`config.mk`:
```
export PLATFORM = sky130hd
export DESIGN_NAME = ppe_port
export DESIGN_NICKNAME = d
export VERILOG_FILES = /design/src/ppe_port.v
export VERILOG_INCLUDE_DIRS = /design/src
export SDC_FILE = /design/constraint.sdc
export NUM_CORES = 1
export LEC_CHECK = 0
export BUFFER_PORTS_ARGS = -buffer_cell sky130_fd_sc_hd__clkbuf_2
export CORE_MARGIN = 1
export CORE_UTILIZATION = 60
export DETAILED_ROUTE_END_ITERATION = 10
export GPL_TIMING_DRIVEN = 0
export PLACE_DENSITY = 0.79
export SLEW_MARGIN = 10
export SYNTH_ARGS = -nofsm -noshare
export SYNTH_HDL_FRONTEND = slang
export SYNTH_SLANG_ARGS = --single-unit
```
`constraint.sdc`:
```
create_clock -name clk_sys_i -period 3.6 [get_ports clk_sys_i]
set_input_delay 0.54 -clock clk_sys_i [delete_from_list [all_inputs] [get_ports clk_sys_i]]
set_output_delay 0.54 -clock clk_sys_i [all_outputs]
set_load 0.02 [all_outputs]
```
`src/ppe_consts.vh`:
```
// register selects, field positions, reset values and timing for ppe_port
`ifndef PPE_CONSTS_VH
`define PPE_CONSTS_VH
// register select codes on the host port
`define PPE_SEL_DATA 4'h0
`define PPE_SEL_DSR 4'h1
`define PPE_SEL_DCR 4'h2
`define PPE_SEL_EPPA 4'h3
`define PPE_SEL_EPPD 4'h4
`define PPE_SEL_AFIFO 4'h5
`define PPE_SEL_COMPAT_FIFO_PORT 4'h6
`define PPE_SEL_DFIFO 4'h7
`define PPE_SEL_TEST_FIFO_PORT 4'h8
`define PPE_SEL_PORT_CONFIG_A 4'h9
`define PPE_SEL_PORT_CONFIG_B 4'ha
`define PPE_SEL_ECR 4'hb
// line_control fields
`define PPE_DCR_DIR 5
`define PPE_DCR_NINIT 2
`define PPE_DCR_RST 8'h00
// line_status fields
`define PPE_DSR_TMO 0
// extended_control fields and modes
`define PPE_ECR_RST 6'h00
`define PPE_MODE_EPP 3'h4
// port_config_a constant content
`define PPE_PORT_CONFIG_A_VAL 8'h10
// shared fifo geometry
`define PPE_FIFO_DEPTH 16
`define PPE_FIFO_AW 4
// watchdog: 10 us at 40 ns per cycle, rounded down
`define PPE_WD_TIME_NS 10000
`define PPE_CLK_NS 40
`define PPE_WD_CYC (`PPE_WD_TIME_NS / `PPE_CLK_NS)
`endif

```
`src/ppe_port.v`:
```
// parallel port: epp 1.7 cycle engine and ecp register map
`timescale 1ns/1ps
`include "ppe_consts.vh"
// Operation
// - host write to epp register puts address or data byte on bus
// - after the byte is placed, assert data or address strobe
// - write cycle stretched while peripheral holds wait low, until timeout
// - write ends with final sync, strobe release and data latch update
// - read asserts strobe with own drivers off and direction set
// - read cycle stretched while wait is low, until timeout
// - read ends with final sync returning the byte, strobe released
// - after a cycle ends, write flag, direction and data may change
// - write flag low during writes, high otherwise; the code also holds it low while the direction bit is clear
// - peripheral interrupt is active high, passed through uninverted
// - active low reset output returns the peripheral to initial mode
// - only the write flag may be overridden by the control register
// - every ecp port word is eight bits wide
// - all fifo ports share one sixteen byte fifo
// - status and control registers reachable in every mode
// - config b reports selected irq and dma channel, read only
// - watchdog aborts cycles over 10 us, flags status bit 0
module ppe_port (
  // clock and reset
  input wire clk_sys_i,
  input wire nrst_i,
  // host register port
  input wire io_rd_i,
  input wire io_wr_i,
  input wire [3:0] io_sel_i,
  input wire [7:0] io_wdata_i,
  output wire [7:0] io_rdata_o,
  output wire io_ready_o,
  // parallel data bus
  input wire [7:0] port_data_bus_i,
  output wire [7:0] port_data_out_o,
  output wire port_data_oe_n_o,
  // epp handshake
  output wire host_to_periph_flag_n_o,
  output wire data_phase_strobe_n_o,
  output wire addr_phase_strobe_n_o,
  input wire periph_hold_n_i,
  // status, interrupt and reset pins
  input wire [4:0] periph_status_i,
  input wire periph_irq_line_i,
  output wire periph_irq_o,
  output wire periph_reset_n_o,
  // chip level configuration
  input wire [2:0] cfg_irq_sel_i,
  input wire [2:0] cfg_dma_sel_i
);

  // sequencer states
  localparam ST_IDLE = 2'd0;
  localparam ST_DRIVE = 2'd1;
  localparam ST_STRB = 2'd2;
  localparam ST_END = 2'd3;
  // integer counts cut to the width of the registers they meet
  localparam integer WD_LIM_N = `PPE_WD_CYC;
  localparam integer FIFO_FULL_N = `PPE_FIFO_DEPTH;
  localparam [8:0] WD_LIM = WD_LIM_N[8:0];
  localparam [4:0] FIFO_FULL = FIFO_FULL_N[4:0];

  // pin synchronisers
  reg [7:0] pd_m_q;
  reg [7:0] pd_s_q;
  reg hold_m_q;
  reg hold_s_q;
  reg [4:0] stat_m_q;
  reg [4:0] stat_s_q;
  reg irq_m_q;
  reg irq_s_q;

  // control state
  reg [1:0] state_q;
  reg cyc_wr_q;
  reg cyc_addr_q;
  reg [7:0] cyc_data_q;
  reg [7:0] rx_q;
  reg [8:0] wd_q;
  reg tmo_q;
  reg [7:0] data_q;
  reg [7:0] dcr_q;
  reg [5:0] ecr_q;

  // shared fifo
  reg [7:0] fifo_mem [0:`PPE_FIFO_DEPTH-1];
  reg [`PPE_FIFO_AW-1:0] wp_q;
  reg [`PPE_FIFO_AW-1:0] rp_q;
  reg [4:0] cnt_q;

  // registered outputs
  reg [7:0] rdata_q;
  reg ready_q;
  reg [7:0] pd_out_q;
  reg pd_oe_n_q;
  reg wflag_n_q;
  reg dstb_n_q;
  reg astb_n_q;
  reg irq_q;
  reg prst_n_q;

  // decoded helpers
  wire req = io_rd_i | io_wr_i;
  wire busy = (state_q != ST_IDLE);
  wire dir_bit = dcr_q[`PPE_DCR_DIR];
  wire epp_mode = (ecr_q[5:3] == `PPE_MODE_EPP);
  // the pointers alone cannot tell full from empty, the count can
  wire fifo_full = (cnt_q == FIFO_FULL);
  wire fifo_empty = (cnt_q == 5'd0);
  wire sel_epp = (io_sel_i == `PPE_SEL_EPPA) |
                 (io_sel_i == `PPE_SEL_EPPD);
  wire sel_push = (io_sel_i == `PPE_SEL_AFIFO) |
                  (io_sel_i == `PPE_SEL_COMPAT_FIFO_PORT) |
                  (io_sel_i == `PPE_SEL_DFIFO) |
                  (io_sel_i == `PPE_SEL_TEST_FIFO_PORT);
  wire sel_pop = (io_sel_i == `PPE_SEL_DFIFO) |
                 (io_sel_i == `PPE_SEL_TEST_FIFO_PORT);
  // epp cycles start only from idle and only in epp mode
  wire start_epp = (state_q == ST_IDLE) & req & sel_epp & epp_mode;
  wire simple = (state_q == ST_IDLE) & req & ~(sel_epp & epp_mode);
  wire push = simple & io_wr_i & sel_push & ~fifo_full;
  wire pop = simple & io_rd_i & sel_pop & ~fifo_empty;
  // watchdog runs from the drive state, so it spans the whole cycle
  wire wd_over = (wd_q >= WD_LIM);

  reg [7:0] rd_mux;

  // read data for registers answered without an epp cycle
  always @* begin
    rd_mux = 8'h00;
    case (io_sel_i)
      `PPE_SEL_DATA: rd_mux = dir_bit ? pd_s_q : data_q;
      `PPE_SEL_DSR: rd_mux = {~stat_s_q[4], stat_s_q[3:0],
                              2'b00, tmo_q};
      `PPE_SEL_DCR: rd_mux = {2'b00, dcr_q[5:0]};
      `PPE_SEL_DFIFO: rd_mux = fifo_mem[rp_q];
      `PPE_SEL_TEST_FIFO_PORT: rd_mux = fifo_mem[rp_q];
      `PPE_SEL_PORT_CONFIG_A: rd_mux = `PPE_PORT_CONFIG_A_VAL;
      `PPE_SEL_PORT_CONFIG_B: rd_mux = {1'b0, irq_s_q, cfg_irq_sel_i,
                                cfg_dma_sel_i};
      `PPE_SEL_ECR: rd_mux = {ecr_q, fifo_full, fifo_empty};
      default: rd_mux = 8'h00;
    endcase
  end

  // two flip-flop synchronisers for every pin input
  always @(posedge clk_sys_i or negedge nrst_i) begin
    if (!nrst_i) begin
      pd_m_q <= 8'h00;
      pd_s_q <= 8'h00;
      hold_m_q <= 1'b1;
      hold_s_q <= 1'b1;
      stat_m_q <= 5'h00;
      stat_s_q <= 5'h00;
      irq_m_q <= 1'b0;
      irq_s_q <= 1'b0;
    end else begin
      pd_m_q <= port_data_bus_i;
      pd_s_q <= pd_m_q;
      hold_m_q <= periph_hold_n_i;
      hold_s_q <= hold_m_q;
      stat_m_q <= periph_status_i;
      stat_s_q <= stat_m_q;
      irq_m_q <= periph_irq_line_i;
      irq_s_q <= irq_m_q;
    end
  end

  // epp cycle sequencer, watchdog and register writes
  always @(posedge clk_sys_i or negedge nrst_i) begin
    if (!nrst_i) begin
      state_q <= ST_IDLE;
      cyc_wr_q <= 1'b0;
      cyc_addr_q <= 1'b0;
      cyc_data_q <= 8'h00;
      rx_q <= 8'h00;
      wd_q <= 9'h000;
      tmo_q <= 1'b0;
      data_q <= 8'h00;
      dcr_q <= `PPE_DCR_RST;
      ecr_q <= `PPE_ECR_RST;
      rdata_q <= 8'h00;
      ready_q <= 1'b0;
    end else begin
      ready_q <= 1'b0;
      case (state_q)
        ST_IDLE: begin
          wd_q <= 9'h000;
          if (start_epp) begin
            cyc_wr_q <= io_wr_i;
            cyc_addr_q <= (io_sel_i == `PPE_SEL_EPPA);
            cyc_data_q <= io_wdata_i;
            state_q <= ST_DRIVE;
          end else if (simple) begin
            ready_q <= 1'b1;
            rdata_q <= io_rd_i ? rd_mux : 8'h00;
            if (io_rd_i && io_sel_i == `PPE_SEL_DSR)
              tmo_q <= 1'b0; // status read clears the timeout
            if (io_wr_i) begin
              case (io_sel_i)
                `PPE_SEL_DATA: data_q <= io_wdata_i;
                `PPE_SEL_DCR: dcr_q <= io_wdata_i;
                `PPE_SEL_ECR: ecr_q <= io_wdata_i[7:2];
                default: data_q <= data_q;
              endcase
            end
          end
        end
        ST_DRIVE: begin
          // byte sits on the bus one cycle ahead of the strobe
          wd_q <= wd_q + 9'd1;
          state_q <= ST_STRB;
        end
        ST_STRB: begin
          wd_q <= wd_q + 9'd1;
          if (hold_s_q) begin
            rx_q <= pd_s_q;
            state_q <= ST_END;
          end else if (wd_over) begin
            tmo_q <= 1'b1;
            state_q <= ST_END;
          end else begin
            state_q <= ST_STRB;
          end
        end
        ST_END: begin
          // an aborted read hands back the last captured byte
          ready_q <= 1'b1;
          rdata_q <= cyc_wr_q ? 8'h00 : rx_q;
          if (cyc_wr_q)
            data_q <= cyc_data_q;
          state_q <= ST_IDLE;
        end
        default: state_q <= ST_IDLE;
      endcase
    end
  end

  // shared sixteen byte fifo behind all fifo ports
  always @(posedge clk_sys_i or negedge nrst_i) begin
    if (!nrst_i) begin
      wp_q <= {`PPE_FIFO_AW{1'b0}};
      rp_q <= {`PPE_FIFO_AW{1'b0}};
      cnt_q <= 5'd0;
    end else begin
      if (push)
        wp_q <= wp_q + 1'b1;
      if (pop)
        rp_q <= rp_q + 1'b1;
      if (push && !pop)
        cnt_q <= cnt_q + 5'd1;
      else if (pop && !push)
        cnt_q <= cnt_q - 5'd1;
    end
  end

  // fifo storage, no reset needed
  always @(posedge clk_sys_i) begin
    if (push)
      fifo_mem[wp_q] <= io_wdata_i;
  end

  // pin drivers, registered from the sequencer state
  always @(posedge clk_sys_i or negedge nrst_i) begin
    if (!nrst_i) begin
      pd_out_q <= 8'h00;
      pd_oe_n_q <= 1'b1;
      wflag_n_q <= 1'b1;
      dstb_n_q <= 1'b1;
      astb_n_q <= 1'b1;
      irq_q <= 1'b0;
      prst_n_q <= 1'b0;
    end else begin
      // write cycles drive the latched byte, reads release the bus
      pd_out_q <= (busy & cyc_wr_q) ? cyc_data_q : data_q;
      pd_oe_n_q <= busy ? ~cyc_wr_q : dir_bit;
      // direction bit low forces the flag low even in a read
      wflag_n_q <= dir_bit & ~(busy & cyc_wr_q);
      dstb_n_q <= ~((state_q == ST_STRB) & ~cyc_addr_q);
      astb_n_q <= ~((state_q == ST_STRB) & cyc_addr_q);
      irq_q <= irq_s_q;
      prst_n_q <= dcr_q[`PPE_DCR_NINIT];
    end
  end

  // outputs straight from flip-flops
  assign io_rdata_o = rdata_q;
  assign io_ready_o = ready_q;
  assign port_data_out_o = pd_out_q;
  assign port_data_oe_n_o = pd_oe_n_q;
  assign host_to_periph_flag_n_o = wflag_n_q;
  assign data_phase_strobe_n_o = dstb_n_q;
  assign addr_phase_strobe_n_o = astb_n_q;
  assign periph_irq_o = irq_q;
  assign periph_reset_n_o = prst_n_q;

endmodule

```
---- After elaboration in Yosys (flattened, before gate mapping) ----
Memories as Yosys holds them, arrays and structs flattened.
Cells that the tools add are included.
storage, ports and cells
  bits in registers ....................... 116
  logic and storage cells ................. 148
  memories ................................ 1
  RAM bits ................................ 128
  input port bits ......................... 37
  output and inout port bits .............. 23
cells by class
  equality and inequality tests ........... 25
  muxes and demuxes ....................... 33
  add/sub/neg operators ................... 5
  $lt $le $gt $ge ......................... 1
  reduce and logical (&&, ||, !) cells .... 22
  bitwise operators ....................... 31
memory list
  name      words  bits a word  read ports  clocked after Yosys merged registers in  write ports  line           RTL
  fifo_mem  16     8            1           0                                        1            ppe_port.v:86  reg [7:0] fifo_mem [0:`PPE_FIFO_DEPTH-1];
operator list
  cell                   count
  $mux W8                11
  $pmux W8 S7            1
  $pmux W8 S2            2
  $pmux W9 S2            1
  $eq A4 B3 Y1 const B   4
  $eq A4 B4 Y1 const B   4
  $and A1 B1 Y1          15
  $ne A2 B2 Y1 const B   7
  $mux W1                12
  $reduce_and A6 Y1      2
  $mux W5                2
  $not A1 Y1             10
  $reduce_and A5 Y1      2
  $reduce_bool A2 Y1     5
  $add A9 B1 Y9 const B  1
  $ge A9 B8 Y1 const B   1
  $add A4 B1 Y4 const B  2
  $eq A4 B2 Y1 const B   2
  $pmux W2 S4            1
  $or A1 B1 Y1           6
  $add A5 B1 Y5 const B  1
  $eq A5 B5 Y1 const B   1
  $logic_not A5 Y1       1
  $sub A5 B1 Y5 const B  1
  14 further kinds       22

---- Longest topological paths before layout ----
Gate-level depths: netlist (run 1).
  depth in word-level cells ............... 12
  depth in mapped cells ................... 13
  gate-level depth less buffers ........... 13

---- Worst setup path before layout (run 1) ----
No wires, ideal clock.
  kind .................................... input-to-reg
  from .................................... in io_sel_i[3]
  to ...................................... reg cnt_q[4]
  stages on the path ...................... 13
  setup time .............................. 0.125 ns
  path buffers ............................ 1
  required time ........................... 3.475 ns
  path slack .............................. 0.656 ns
  arrival ................................. 2.819 ns
  cells stage by stage .................... buf_2 nor4b_2 o21ai_4 o2111ai_4 inv_2 ha_1 inv_1 ha_1 a21o_1 a21oi_1 xnor2_1 nor2_1 xor2_1
on the way
  word-level cells in the longest chain between the ends .. 11
  elaborated cells between the ends (all ways) .. 26
  classes of those cells .................. eq/ne: 6; mux: 1; bitwise: 14; reduce/logical: 5
ends and longest elaborated chain
  element                                                        line            RTL
  start: declaration                                             ppe_port.v:29   input wire [3:0] io_sel_i,
  $eq A4 B2 Y1 (no line) / $eq A4 B3 Y1 (equally long branches)  -
  $or A1 B1 Y1                                                   ppe_port.v:110  wire sel_epp = (io_sel_i == `PPE_SEL_EPPA) |
  $and A1 B1 Y1                                                  ppe_port.v:120  wire simple = (state_q == ST_IDLE) & req & ~(sel_epp & epp_mode);
  $not A1 Y1                                                     ppe_port.v:120
  $and A1 B1 Y1                                                  ppe_port.v:120
  $and A1 B1 Y1                                                  ppe_port.v:121  wire push = simple & io_wr_i & sel_push & ~fifo_full;
  $and A1 B1 Y1 (*) (2 in series)                                ppe_port.v:121
  net push                                                       ppe_port.v:121
  $logic_not A1 Y1                                               ppe_port.v:252  else if (pop && !push)
  $logic_and A1 B1 Y1                                            ppe_port.v:252
  $reduce_bool A2 Y1 (no line)                                   -
  end signal: assignment                                         ppe_port.v:251  cnt_q <= cnt_q + 5'd1;
  end signal: assignment                                         ppe_port.v:253  cnt_q <= cnt_q - 5'd1;
  end: declaration                                               ppe_port.v:89   reg [4:0] cnt_q;
The timed path passes the listed nets; every way through them passes the cells marked *.
A chain may end at the register's enable or synchronous reset.

---- Final worst setup path (run 1) ----
  from .................................... reg cnt_q[0]
  to ...................................... reg cnt_q[4]
on the way
  word-level cells in the longest chain between the ends .. 6
  elaborated cells between the ends (all ways) .. 15
  classes of those cells .................. add/sub: 2; eq/ne: 1; mux: 2; bitwise: 4; reduce/logical: 6
ends and longest elaborated chain
  element                       line            RTL
  $eq A5 B5 Y1 (*)              ppe_port.v:108  wire fifo_full = (cnt_q == FIFO_FULL);
  $not A1 Y1 (*)                ppe_port.v:121
  $and A1 B1 Y1 (*)             ppe_port.v:121
  net push                      ppe_port.v:121
  $logic_not A1 Y1              ppe_port.v:252
  $logic_and A1 B1 Y1           ppe_port.v:252
  $reduce_bool A2 Y1 (no line)  -
The timed path passes the listed nets; every way through them passes the cells marked *. The select of a mux whose other input is x is not followed.

==> results by group, run 1 <==
Outcome
  • Outcome: finished, final reports clean

Detailed routing
  • Via count: 6203
  • Metal3 WL: 1.76 mm
  • Detailed Route WL: 22.6 mm
  • DR DRC count: 0
  • Vias per cell: 6.22
  • Initial DRC Count: 509
  • Top layer in use: met4
  • Post-DRT Antenna Nets: 0
  • Wl on met1: 9.08 mm
  • Wire per inst: 22.7 um
  • Met2 wire len: 11.3 mm
  • First-pass DRT Iterations: 7

Critical path
  • Slowest cell on crit path: nor4_2
  • Cell mode on critical path: ha_1
  • Cell Chain, Critical Path: nor4_2 > nand2_1 > o2111ai_4 > inv_2 > ha_1 > inv_1 > ha_1 > a21o_1 > a21oi_1 > xnor2_1 > nor2_1 > xor2_1
  • Arrival time of the worst setup path: 3.60 ns
  • Worst Setup Path Type: reg -> reg
  • Max FO, Critical Path: 7
  • Worst Setup End Kind: flip-flop
  • Crit path largest cell delay: 0.63 ns
  • Critical Path Start Type: flip-flop
  • Critical path required time: 3.99 ns

Synthesis
  • Most common cell in the netlist: edfxtp_1
  • Distinct cells, synth: 68
  • Synth top area share: 37.3%
  • Post-synth EDFFs: 128
  • Synth top cells by count: edfxtp_1, dfrtp_1, mux2_2
  • Post-Synthesis Cell Area: 10300 um^2
  • Most used flip-flop cell after synthesis: edfxtp_1
  • Leading area contributor after synthesis: edfxtp_1
  • Flop and latch count out of synthesis: 244
  • Main area contributors after synthesis: edfxtp_1, dfrtp_1, mux4_2
  • Yosys warns: 0
  • Sequential area share after synthesis: 65.6%
  • Post-Syn Instances: 671
  • Post-synth ARST share: 47.5%
  • Avg Synthesized Cell Area: 15.3 um^2
  • Net count after synthesis: 725

Worst hold path
  • Hold Path Class: in -> reg

Power
  • Sw frac: 31.2%
  • Worst VDD drop: 0.000567 V
  • Sw Pwr: 2.77 mW
  • Total power draw: 8.88 mW
  • Comb pwr share: 29.1%
  • Leak Pwr: 4.53 nW
  • Cell-internal power: 6.11 mW
  • P per Cell Area: 753 nW/um^2
  • Clock power frac: 29.3%
  • Flop pwr share: 41.6%

Die
  • Die footprint: 17700 um^2
  • Core area: 16600 um^2
  • Row count: 47
  • Die Span X: 133 um
  • Die H: 133 um
  • I/O Pins: 60
  • Initial Util: 61.8%

STA
  • Worst Max-Slew Pin Slew: 0.935 ns
  • Part of the cycle the worst path needs: 89.2%
  • Final TNS setup: 0 ns
  • Max Clock Skew: 0.0105 ns
  • Fmax: 311 MHz
  • Endpoints failing setup: 0
  • RSZ-0062 raised after global routing: no
  • Hold Fails Final Rpt: 0
  • Slew HR: 37.4%
  • Final Critical Period: 3.21 ns
  • Max-slew violations: 0

Place
  • Post-DP HPWL: 15.3 mm
  • Port-buffer cells: 58
  • Placer Congestion: 0.887
  • Placed insts: 954

Finish
  • Layout Nets: 816
  • Synthesis-to-finish area growth: 14.6%
  • # diodes: 0
  • Non-filler cells in the finished layout: 998
  • Share of cells above drive strength 1: 28.0%

Clocking
  • Clock Tree Buf Depth: 3
  • Clk Latency, worst-skew pair: 0.52 ns
  • Clock transition at the registers of the reported paths: 0.06 ns
  • Clock Sinks: 244
  • Total CTS buffers: 25
  • H-tree Lvls: 1
  • CTS tree: built
  • CTS root buf: clkbuf_16

GRT
  • GRT overflow: 0
  • Total GRT Usage: 26.8%
  • Number of global-route vias before repair: 6393
  • Initial antenna violation count: 0
  • Pin count of the biggest net entering global routing: 101
  • First-pass GRT wire length: 35.6 mm

Flow run
  • Max-cap violations: 0
[worst max-delay path, delay by kind of cell (launching register included)]
kind	cells	cell delay (ns)
xor gates and xnor gates	2	0.29
and+or+nand+nor	3	0.88
DFF	1	0.45
adders and majority gates	2	0.56
buffers and inverters	2	0.34
AOI/OAI and AO/OA	3	0.56
[cells by family (layout without fill, tap and decap cells)]
| group | count (synthesis) | in the layout | synth area share, % |
|---|---|---|---|
| flops | 244 | 244 | 65.6 |
| simple gates | 159 | 159 | 8.83 |
| mux | 100 | 100 | 14.1 |
| compound gates | 93 | 93 | 6.16 |
| buf+inv | 43 | 150 | 1.88 |
| fa+ha+maj | 17 | 17 | 2.14 |
| xor+xnor | 15 | 15 | 1.28 |
[state kept, by name, indices dropped and copies added (netlist names), 5 cells and up]
name and count:
cnt_q 5, cyc_data_q 8, data_q 8, dcr_q 6, ecr_q 6, fifo_mem 128, io_rdata_o 8, pd_m_q 8
pd_s_q 8, port_data_out_o 8, rx_q 8, stat_m_q 5, stat_s_q 5, wd_q 9
[layout make-up]
class,count,area [um^2]
Timing Repair Buffer,64,367
Buffer,30,145
Clock inverter,14,173
Tap cell,220,275
Inverter,13,48.8
Multi-Input combinational cell,384,3380
Sequential cell,244,6750
Clock buffer,29,654
Fill cell,1034,4850
[path summary, 6_finish.rpt]
path | depth (start not counted) | to | startpoint | slack, ns
min in group asynchronous | 2 | cnt_q[0] | nrst_i | 0.45
hold reg to reg | 0 | stat_s_q[3] | stat_m_q[3] | 0.35
max in group asynchronous | 3 | cyc_data_q[2] | nrst_i | 2.41
hold / removal | 1 | hold_m_q | periph_hold_n_i | 0.11
setup reg to reg | 12 | cnt_q[4] | cnt_q[0] | 0.39
setup / recovery | 12 | cnt_q[4] | cnt_q[0] | 0.39
[per-layer routing]
| layer | track usage, % | vias up |
|---|---|---|
| met5 | 0 | - |
| met4 | 7.66 | 0 |
| met3 | 5.02 | 45 |
| met2 | 43.9 | 280 |
| met1 | 37.1 | 3172 |
| li1 | - | 2706 |
[layout by cell type (no fill, tap or decap), types with 6 or more instances in the layout]
cell type,Yosys,routed
clkbuf_2,0,57
inv_1,12,12
o21ai_0,29,29
clkbuf_16,0,25
a31oi_1,8,8
xor2_1,6,6
and2_1,11,11
edfxtp_1,128,128
buf_4,3,7
mux2i_1,20,20
o211ai_1,7,7
buf_2,11,11
mux2_2,43,43
a21oi_1,18,18
xnor2_1,9,9
mux4_2,31,31
nor2b_1,21,21
nand2b_1,14,14
nand3_1,12,12
mux2_1,6,6
clkbuf_1,13,15
ha_1,16,16
dfstp_2,6,6
dfrtp_1,110,110
nor2_1,25,25
nand2_1,36,36
[power groups by stage]
stage               registers (mW)  logic, mW  clock network, mW
floorplan                     3.75       1.76                  0
global placement              3.70       2.44                  0
detailed placement            3.72       2.55                  0
CTS                           3.68       2.58               2.63
global route                  3.74       2.81               2.72
finish                        3.70       2.58               2.60
[per-stage QoR]
stage | area, um^2 | setup WS (ns) | hold WS, ns | utilization, %
after floorplan | 10300 | 0.656 | 0.244 | -
after global placement | 10900 | 0.0509 | 0.332 | 65.2
after detailed placement | 10900 | 0.146 | 0.343 | 65.8
after CTS | 11800 | 0.184 | 0.0967 | 70.8
after global routing | 11800 | 0.140 | 0.0963 | 70.9
final | 11800 | 0.388 | 0.106 | 70.9
[timing repair]
item / in CTS / in global routing
endpoints found under the hold margin: 16 / 0
endpoints found under the setup margin: 0 / 1
hold buffers: 1 / 0
resized for setup: 0 / 1
setup buffers: 0 / 0
No activity file was read; power rests on OpenSTA's default activity.
==> run 2: changes to the inputs <==
ABC_AREA = 1   (was not set)
==> run 2 against run 1 <==
Clock skew down 0.0032 ns. Sequential power about the same. Setup slack better by 0.11 ns. Wire length up 5.9%. Global-route usage up 1.2 points. First-iteration DRC count up 71%. Critical path type unchanged. Critical endpoint unchanged.
==> results by group, run 2 <==
GRT
  • GRT overflow: 0 (unchanged)
  • Pin count of the biggest net entering global routing: 102 (+0.99%)
  • Number of global-route vias before repair: 7181 (+12%)
  • First-pass GRT wire length: 37.7 mm (+6.0%)
  • Total GRT Usage: 28.1% (+1.2 points)
  • Initial antenna violation count: 0 (unchanged)

Critical path
  • Setup slack, reg-to-reg: 0.50 ns (+0.11 ns)
  • Crit. Startpoint: state_q[0]
  • Critical path required time: 3.99 ns (about the same)
  • Path depth of the worst reg2reg path: 17 (+5)
  • Arrival time of the worst setup path: 3.50 ns (-0.10 ns)
  • Worst Setup End Kind: flip-flop
  • Worst Setup Path Type: reg -> reg
  • Critical Path Start Type: flip-flop
  • FF-to-FF Start: state_q[0]
  • Critical Path Sink: cnt_q[4]
  • Max FO, Critical Path: 9 (+2)
  • Reg2reg end: cnt_q[4]

Finish
  • Regs by FF count: fifo_mem x128, wd_q x9
  • Share of cells above drive strength 1: 13.2% (-15 points)
  • Synthesis-to-finish area growth: 14.2%
  • Most frequent cells in the layout: nand2_1, edfxtp_1, dfrtp_1
  • Layout Nets: 1157 (+42%)
  • # diodes: 0 (unchanged)
  • Max reg flops: 128 (unchanged)
  • Most flops, register: fifo_mem
  • Commonest non-fill, non-tap cell in the layout: nand2_1

Detailed routing
  • Detailed Route WL: 23.9 mm (+5.9%)
  • Vias per cell: 5.63 (-9.5%)
  • Via count: 7538 (+22%)
  • First-pass DRT Iterations: 6 (-1)
  • Wire per inst: 17.9 um (-21%)
  • DR DRC count: 0 (unchanged)
  • Post-DRT Antenna Nets: 0 (unchanged)
  • Initial DRC Count: 868 (+71%)

STA
  • Slew HR: 41.3% (+3.8 points)
  • Final Critical Period: 3.10 ns (-0.109 ns)
  • Worst Max-Slew Pin Slew: 0.878 ns (-0.0572 ns)
  • Worst hold slack: 0.108 ns (+0.00135 ns)
  • Part of the cycle the worst path needs: 86.2% (-3.0 points)
  • Hold Fails Final Rpt: 0 (unchanged)
  • Final TNS setup: 0 ns (unchanged)
  • RSZ-0062 raised after global routing: no
  • Max-slew violations: 0 (unchanged)
  • Max Clock Skew: 0.00725 ns (-0.00322 ns)
  • Fmax: 322 MHz (+3.5%)
  • Endpoints failing setup: 0 (unchanged)

Synthesis
  • Synth top cells by count: nand2_1, edfxtp_1, dfrtp_1
  • Most common cell in the netlist: nand2_1
  • Flop and latch count out of synthesis: 244 (unchanged)
  • Avg Synthesized Cell Area: 10.2 um^2 (-34%)
  • Post-Synthesis Cell Area: 10400 um^2 (+0.63%)
  • Most used flip-flop cell after synthesis: edfxtp_1
  • Post-synth EDFFs: 128 (unchanged)
  • Post-synth ARST share: 47.5% (unchanged)
  • Leading area contributor after synthesis: edfxtp_1
  • Main area contributors after synthesis: edfxtp_1, dfrtp_1, nand2_1
  • Distinct cells, synth: 44 (-35%)
  • Post-Syn Instances: 1016 (+51%)
  • Yosys warns: 0 (unchanged)
  • Synth top area share: 37.1% (-0.23 points)
  • Net count after synthesis: 1070 (+48%)
  • Sequential area share after synthesis: 65.2% (-0.41 points)

Clocking
  • CTS tree: built
  • Clk Latency, worst-skew pair: 0.51 ns (about the same)
  • CTS root buf: clkbuf_16
  • Total CTS buffers: 24 (-4.0%)
  • Clock Sinks: 244 (unchanged)
  • Clock Tree Buf Depth: 3 (unchanged)
  • H-tree Lvls: 1 (unchanged)
  • Clock transition at the registers of the reported paths: 0.06 ns (about the same)
  • Post-CTS Resized: 0 (unchanged)

Outcome
  • Outcome: finished, final reports clean

Die
  • Die H: 133 um (+0.31%)
  • Die footprint: 17800 um^2 (+0.62%)
  • Die Span X: 133 um (+0.31%)
  • Core area: 16700 um^2 (+0.35%)
  • I/O Pins: 60 (unchanged)
  • Row count: 47 (unchanged)
  • Initial Util: 62.0% (+0.17 points)

Power
  • Cell-internal power: 6.04 mW (-1.1%)
  • Comb pwr share: 33.4% (+4.3 points)
  • Worst VDD drop: 0.000780 V (+37%)
  • P per Cell Area: 801 nW/um^2 (+6.4%)
  • Leak Pwr: 5.23 nW (+15%)
  • Flop pwr share: 38.7% (-2.9 points)
  • Total power draw: 9.47 mW (+6.7%)
  • Sw Pwr: 3.43 mW (+24%)
  • Clock power frac: 27.9% (-1.4 points)
  • Sw frac: 36.2% (+5.0 points)

Worst hold path
  • Hold Path Class: in -> reg

Place
  • Port-buffer cells: 59 (+1.7%)
  • Placer Congestion: 0.914 (+3.0%)
  • Post-DP HPWL: 16.2 mm (+5.9%)

Flow run
  • Max-cap violations: 0 (unchanged)
## run 2: cell types whose count changed after synthesis, sizes merged, moves of 20 or more
| cell | before | now |
|---|---|---|
| mux4 | 31 | 0 |
| inv | 13 | 90 |
| mux2i | 20 | 0 |
| nor2 | 26 | 57 |
| a21oi | 18 | 38 |
| o21ai | 31 | 59 |
| nand2 | 37 | 321 |
| mux2 | 49 | 3 |
| nand3 | 12 | 108 |
| nor2b | 21 | 0 |
## run 2: per-layer routing
layer  track usage, %  wire, um
met1             40.6      9950
met2             41.6     10800
met3             6.28      2410
met4             11.2       772
met5                0         0
## run 2: what timing repair did
item,4_1_cts,5_1_grt
hold buffers,1,0
hold endpoints to repair,15,0
buffers inserted,0,0
## run 2: worst min path at each step
stage | cells past startpoint | to | start | slack [ns]
global route | 1 | hold_m_q | periph_hold_n_i | 0.1
floorplan | 0 | cnt_q[0] | nrst_i | 0.24
finish | 1 | hold_m_q | periph_hold_n_i | 0.11
detailed placement | 0 | stat_s_q[3] | stat_m_q[3] | 0.33
CTS | 1 | hold_m_q | periph_hold_n_i | 0.09
global placement | 0 | irq_s_q | irq_m_q | 0.33
## run 2: critical path: stages, from the launching register on
cell     delay (ns)
dfrtp_1        0.40
inv_1          0.13
ha_1           0.15
buf_2          0.19
nand2_1        0.11
inv_1          0.10
nand2_1        0.14
nor2_4         0.26
ha_1           0.25
inv_1          0.13
fa_1           0.43
a21oi_1        0.20
nor2_1         0.07
nor2_1         0.13
nand2_1        0.06
nand2_1        0.06
nor2_1         0.05
xor2_1         0.13
## run 2: area by class of cell
class                      count  area [um^2]
multi-input combinational    645         3050
sequential                   244         6750
buffer                        35          210
tap                          220          275
clock inverter                12          161
timing repair buffer          61          342
inverter                      92          345
fill                        1204         4880
clock buffer                  31          688
## run 2: power by group through the flow
stage	clock network, mW	registers (mW)	logic (mW)
after floorplan	0	3.79	2.03
after global placement	0	3.70	3.00
after detailed placement	0	3.71	3.09
after CTS	2.66	3.66	3.13
after global routing	2.77	3.72	3.53
final	2.64	3.67	3.16
## run 2: stage by stage
step / setup slack, ns / instances / instance area [um^2] / utilization, %
final: 0.496 / 1340 / 11800 / 70.8
after global routing: 0.229 / 1340 / 11800 / 70.8
after CTS: 0.549 / 1340 / 11800 / 70.8
after detailed placement: 0.517 / 1296 / 11000 / 65.7
after global placement: 0.362 / 1295 / 10900 / 65.4
after floorplan: 1.05 / 1016 / 10400 / -
## run 2: kinds of logic after synthesis
group           after synthesis  synth area share (%)
compound gates              118                  6.34
flops                       244                  65.2
fa+ha+maj                    17                  2.13
xor+xnor                      8                 0.677
mux                           3                 0.326
simple gates                499                  20.0
buf+inv                     127                  5.36
==> run 3: changes to the inputs <==
CORE_MARGIN = not set   (was 1)
CORE_UTILIZATION = 61   (was 60)
PLACE_DENSITY = not set   (was 0.79)
PLACE_DENSITY_LB_ADDON = 0.1   (was not set)
==> run 3 against run 2 <==
Utilization up 0.66 points. Maximum frequency up 2.6%. Die area fell by 1.6%. Critical path type unchanged. Largest cell class unchanged. Highest routed layer unchanged.
==> results by group, run 3 (synthesized netlist as in run 2, its figures left out) <==
GRT
  • First-pass GRT wire length: 37.7 mm (-0.16%)
  • Total GRT Usage: 28.6% (+0.55 points)
  • Initial antenna violation count: 0 (unchanged)
  • GRT overflow: 0 (unchanged)
  • Pin count of the biggest net entering global routing: 90 (-12%)
  • Number of global-route vias before repair: 6909 (-3.8%)

Finish
  • Regs by FF count: fifo_mem x128, wd_q x9
  • Non-filler cells in the finished layout: 1342 (+0.15%)
  • # diodes: 0 (unchanged)
  • Most flops, register: fifo_mem
  • Share of cells above drive strength 1: 13.5% (+0.24 points)
  • Most frequent cells in the layout: nand2_1, edfxtp_1, dfrtp_1
  • Layout Nets: 1158 (+0.086%)
  • Synthesis-to-finish area growth: 14.4%
  • Max reg flops: 128 (unchanged)
  • Commonest non-fill, non-tap cell in the layout: nand2_1
  • Finished layout cell area: 11900 um^2 (+0.22%)
  • Post-layout util: 71.5% (+0.66 points)
  • Register area: 6750 um^2 (unchanged)
  • Area of the multi-input gates: 3050 um^2 (unchanged)
  • Fill count: 1226 (+1.8%)

STA
  • Final Critical Period: 3.03 ns (-0.0784 ns)
  • Max Clock Skew: 0.0206 ns (+0.0133 ns)
  • Max-slew violations: 0 (unchanged)
  • Fin worst setup slack: 0.575 ns (+0.0784 ns)
  • Part of the cycle the worst path needs: 84.0% (-2.2 points)
  • Endpoints failing setup: 0 (unchanged)
  • Worst hold slack: 0.100 ns (-0.00734 ns)
  • Slew HR: 46.0% (+4.8 points)
  • Final TNS setup: 0 ns (unchanged)
  • Fmax: 331 MHz (+2.6%)
  • RSZ-0062 raised after global routing: no
  • Worst Max-Slew Pin Slew: 0.806 ns (-0.0715 ns)
  • Hold Fails Final Rpt: 0 (unchanged)

Clocking
  • CTS tree: built
  • CTS Hold Buffers Added: 1 (unchanged)
  • Total CTS buffers: 25 (+4.2%)
  • # Post-CTS Setup Buffers: 0 (unchanged)
  • Clock Tree Buf Depth: 3 (unchanged)
  • CTS root buf: clkbuf_16
  • Clock transition at the registers of the reported paths: 0.06 ns (about the same)
  • Clock Sinks: 244 (unchanged)
  • H-tree Lvls: 1 (unchanged)
  • Clk Latency, worst-skew pair: 0.52 ns (about the same)
  • Post-CTS Resized: 0 (unchanged)

Power
  • Total power draw: 9.60 mW (+1.3%)
  • Worst VDD drop: 0.000434 V (-44%)
  • Leak Pwr: 5.25 nW (+0.39%)
  • P per Cell Area: 810 nW/um^2 (+1.1%)

Detailed routing
  • Post-DRT Antenna Nets: 0 (unchanged)
  • Initial DRC Count: 839 (-3.3%)
  • Detailed Route WL: 24.4 mm (+1.9%)
  • Vias per cell: 5.58 (-0.80%)
  • First-pass DRT Iterations: 5 (-1)
  • Wire per inst: 18.2 um (+1.8%)
  • Via count: 7489 (-0.65%)
  • DR DRC count: 0 (unchanged)

Place
  • Placer Congestion: 0.883 (-3.4%)
  • Placed insts: 1296 (unchanged)
  • Cell Area, Placed: 11000 um^2 (unchanged)
  • Post-DP HPWL: 16.5 mm (+1.7%)
  • Place WS: 0.603 ns (+0.0860 ns)
  • Port-buffer cells: 59 (unchanged)

Worst hold path
  • Hold Path Class: in -> reg

Critical path
  • Cell mode on critical path: nand2_1
  • Worst Setup End Kind: flip-flop
  • Max FO, Critical Path: 9 (unchanged)
  • Worst path bufs/invs: 4 (unchanged)
  • Arrival time of the worst setup path: 3.43 ns (-0.07 ns)
  • Slowest cell on crit path: dfrtp_1
  • Critical path required time: 4.00 ns (about the same)
  • Delay-heaviest family, CP: simple AND/OR/NAND/NOR gates
  • Cell Chain, Critical Path: inv_1 > ha_1 > buf_2 > nand2_1 > inv_1 > nand2_1 > nor2_4 > ha_1 > inv_1 > fa_1 > a21oi_1 > nor2_1 > nor2_1 > nand2_1 > nand2_1 > nor2_1 > xor2_1
  • Worst Setup Path Type: reg -> reg
  • Crit path largest cell delay: 0.42 ns (about the same)
  • Critical Path Start Type: flip-flop

Die
  • Core area: 16600 um^2 (-0.70%)
  • I/O Pins: 60 (unchanged)
  • Initial Util: 62.5% (+0.44 points)
  • Row count: 47 (unchanged)
  • Die Span X: 132 um (-0.81%)
  • Die H: 132 um (-0.81%)
  • Die footprint: 17500 um^2 (-1.6%)

Outcome
  • Outcome: finished, final reports clean

Flow run
  • Max-cap violations: 0 (unchanged)
[run 3: changes by cell type in the layout (fill, tap and decap cells not counted)]
| cell | change |
|---|---|
| clkinv_2 | +4 |
| clkbuf_16 | +2 |
| inv_8 | +1 |
| clkinv_4 | +1 |
| clkinvlp_2 | -1 |
| clkbuf_1 | -1 |
| clkbuf_8 | -4 |
[run 3: area by class of cell]
class / instances / share of cell area [%]
Multi-Input combinational cell: 645 / 25.7
Inverter: 92 / 2.91
Clock inverter: 17 / 1.66
Tap cell: 220 / 2.32
Sequential cell: 244 / 57.0
Buffer: 35 / 1.77
Timing Repair Buffer: 61 / 2.88
Clock buffer: 28 / 5.73
[run 3: worst reg2reg max path: stages, from the launching register on]
cell,delay (ns)
dfrtp_1,0.42
inv_1,0.12
ha_1,0.15
buf_2,0.19
nand2_1,0.12
inv_1,0.12
nand2_1,0.15
nor2_4,0.27
ha_1,0.24
inv_1,0.10
fa_1,0.41
a21oi_1,0.14
nor2_1,0.05
nor2_1,0.13
nand2_1,0.07
nand2_1,0.05
nor2_1,0.04
xor2_1,0.13
[run 3: worst paths after layout]
kind	from	to	slack [ns]	cells past startpoint
worst max register to register	state_q[1]	cnt_q[4]	0.57	17
worst max-delay path	state_q[1]	cnt_q[4]	0.57	17
worst min-delay path	periph_hold_n_i	hold_m_q	0.10	1
min in group asynchronous	nrst_i	rx_q[5]	0.47	2
max in group asynchronous	nrst_i	wp_q[2]	2.40	3
worst min register to register	stat_m_q[2]	stat_s_q[2]	0.34	0
[run 3: where the power goes]
group / switching (mW) / total, mW / internal, mW
sequential: 0.270 / 3.67 / 3.40
clock: 1.08 / 2.73 / 1.65
combinational: 2.19 / 3.19 / 1.01
[run 3: layer usage]
| metal | share of wire, % | GRT usage [%] | routed length [um] |
|---|---|---|---|
| met5 | 0 | 0 | 0 |
| met2 | 44 | 42.4 | 10800 |
| met3 | 8.9 | 6.19 | 2180 |
| met4 | 2.9 | 9.51 | 711 |
| met1 | 44 | 42.5 | 10700 |
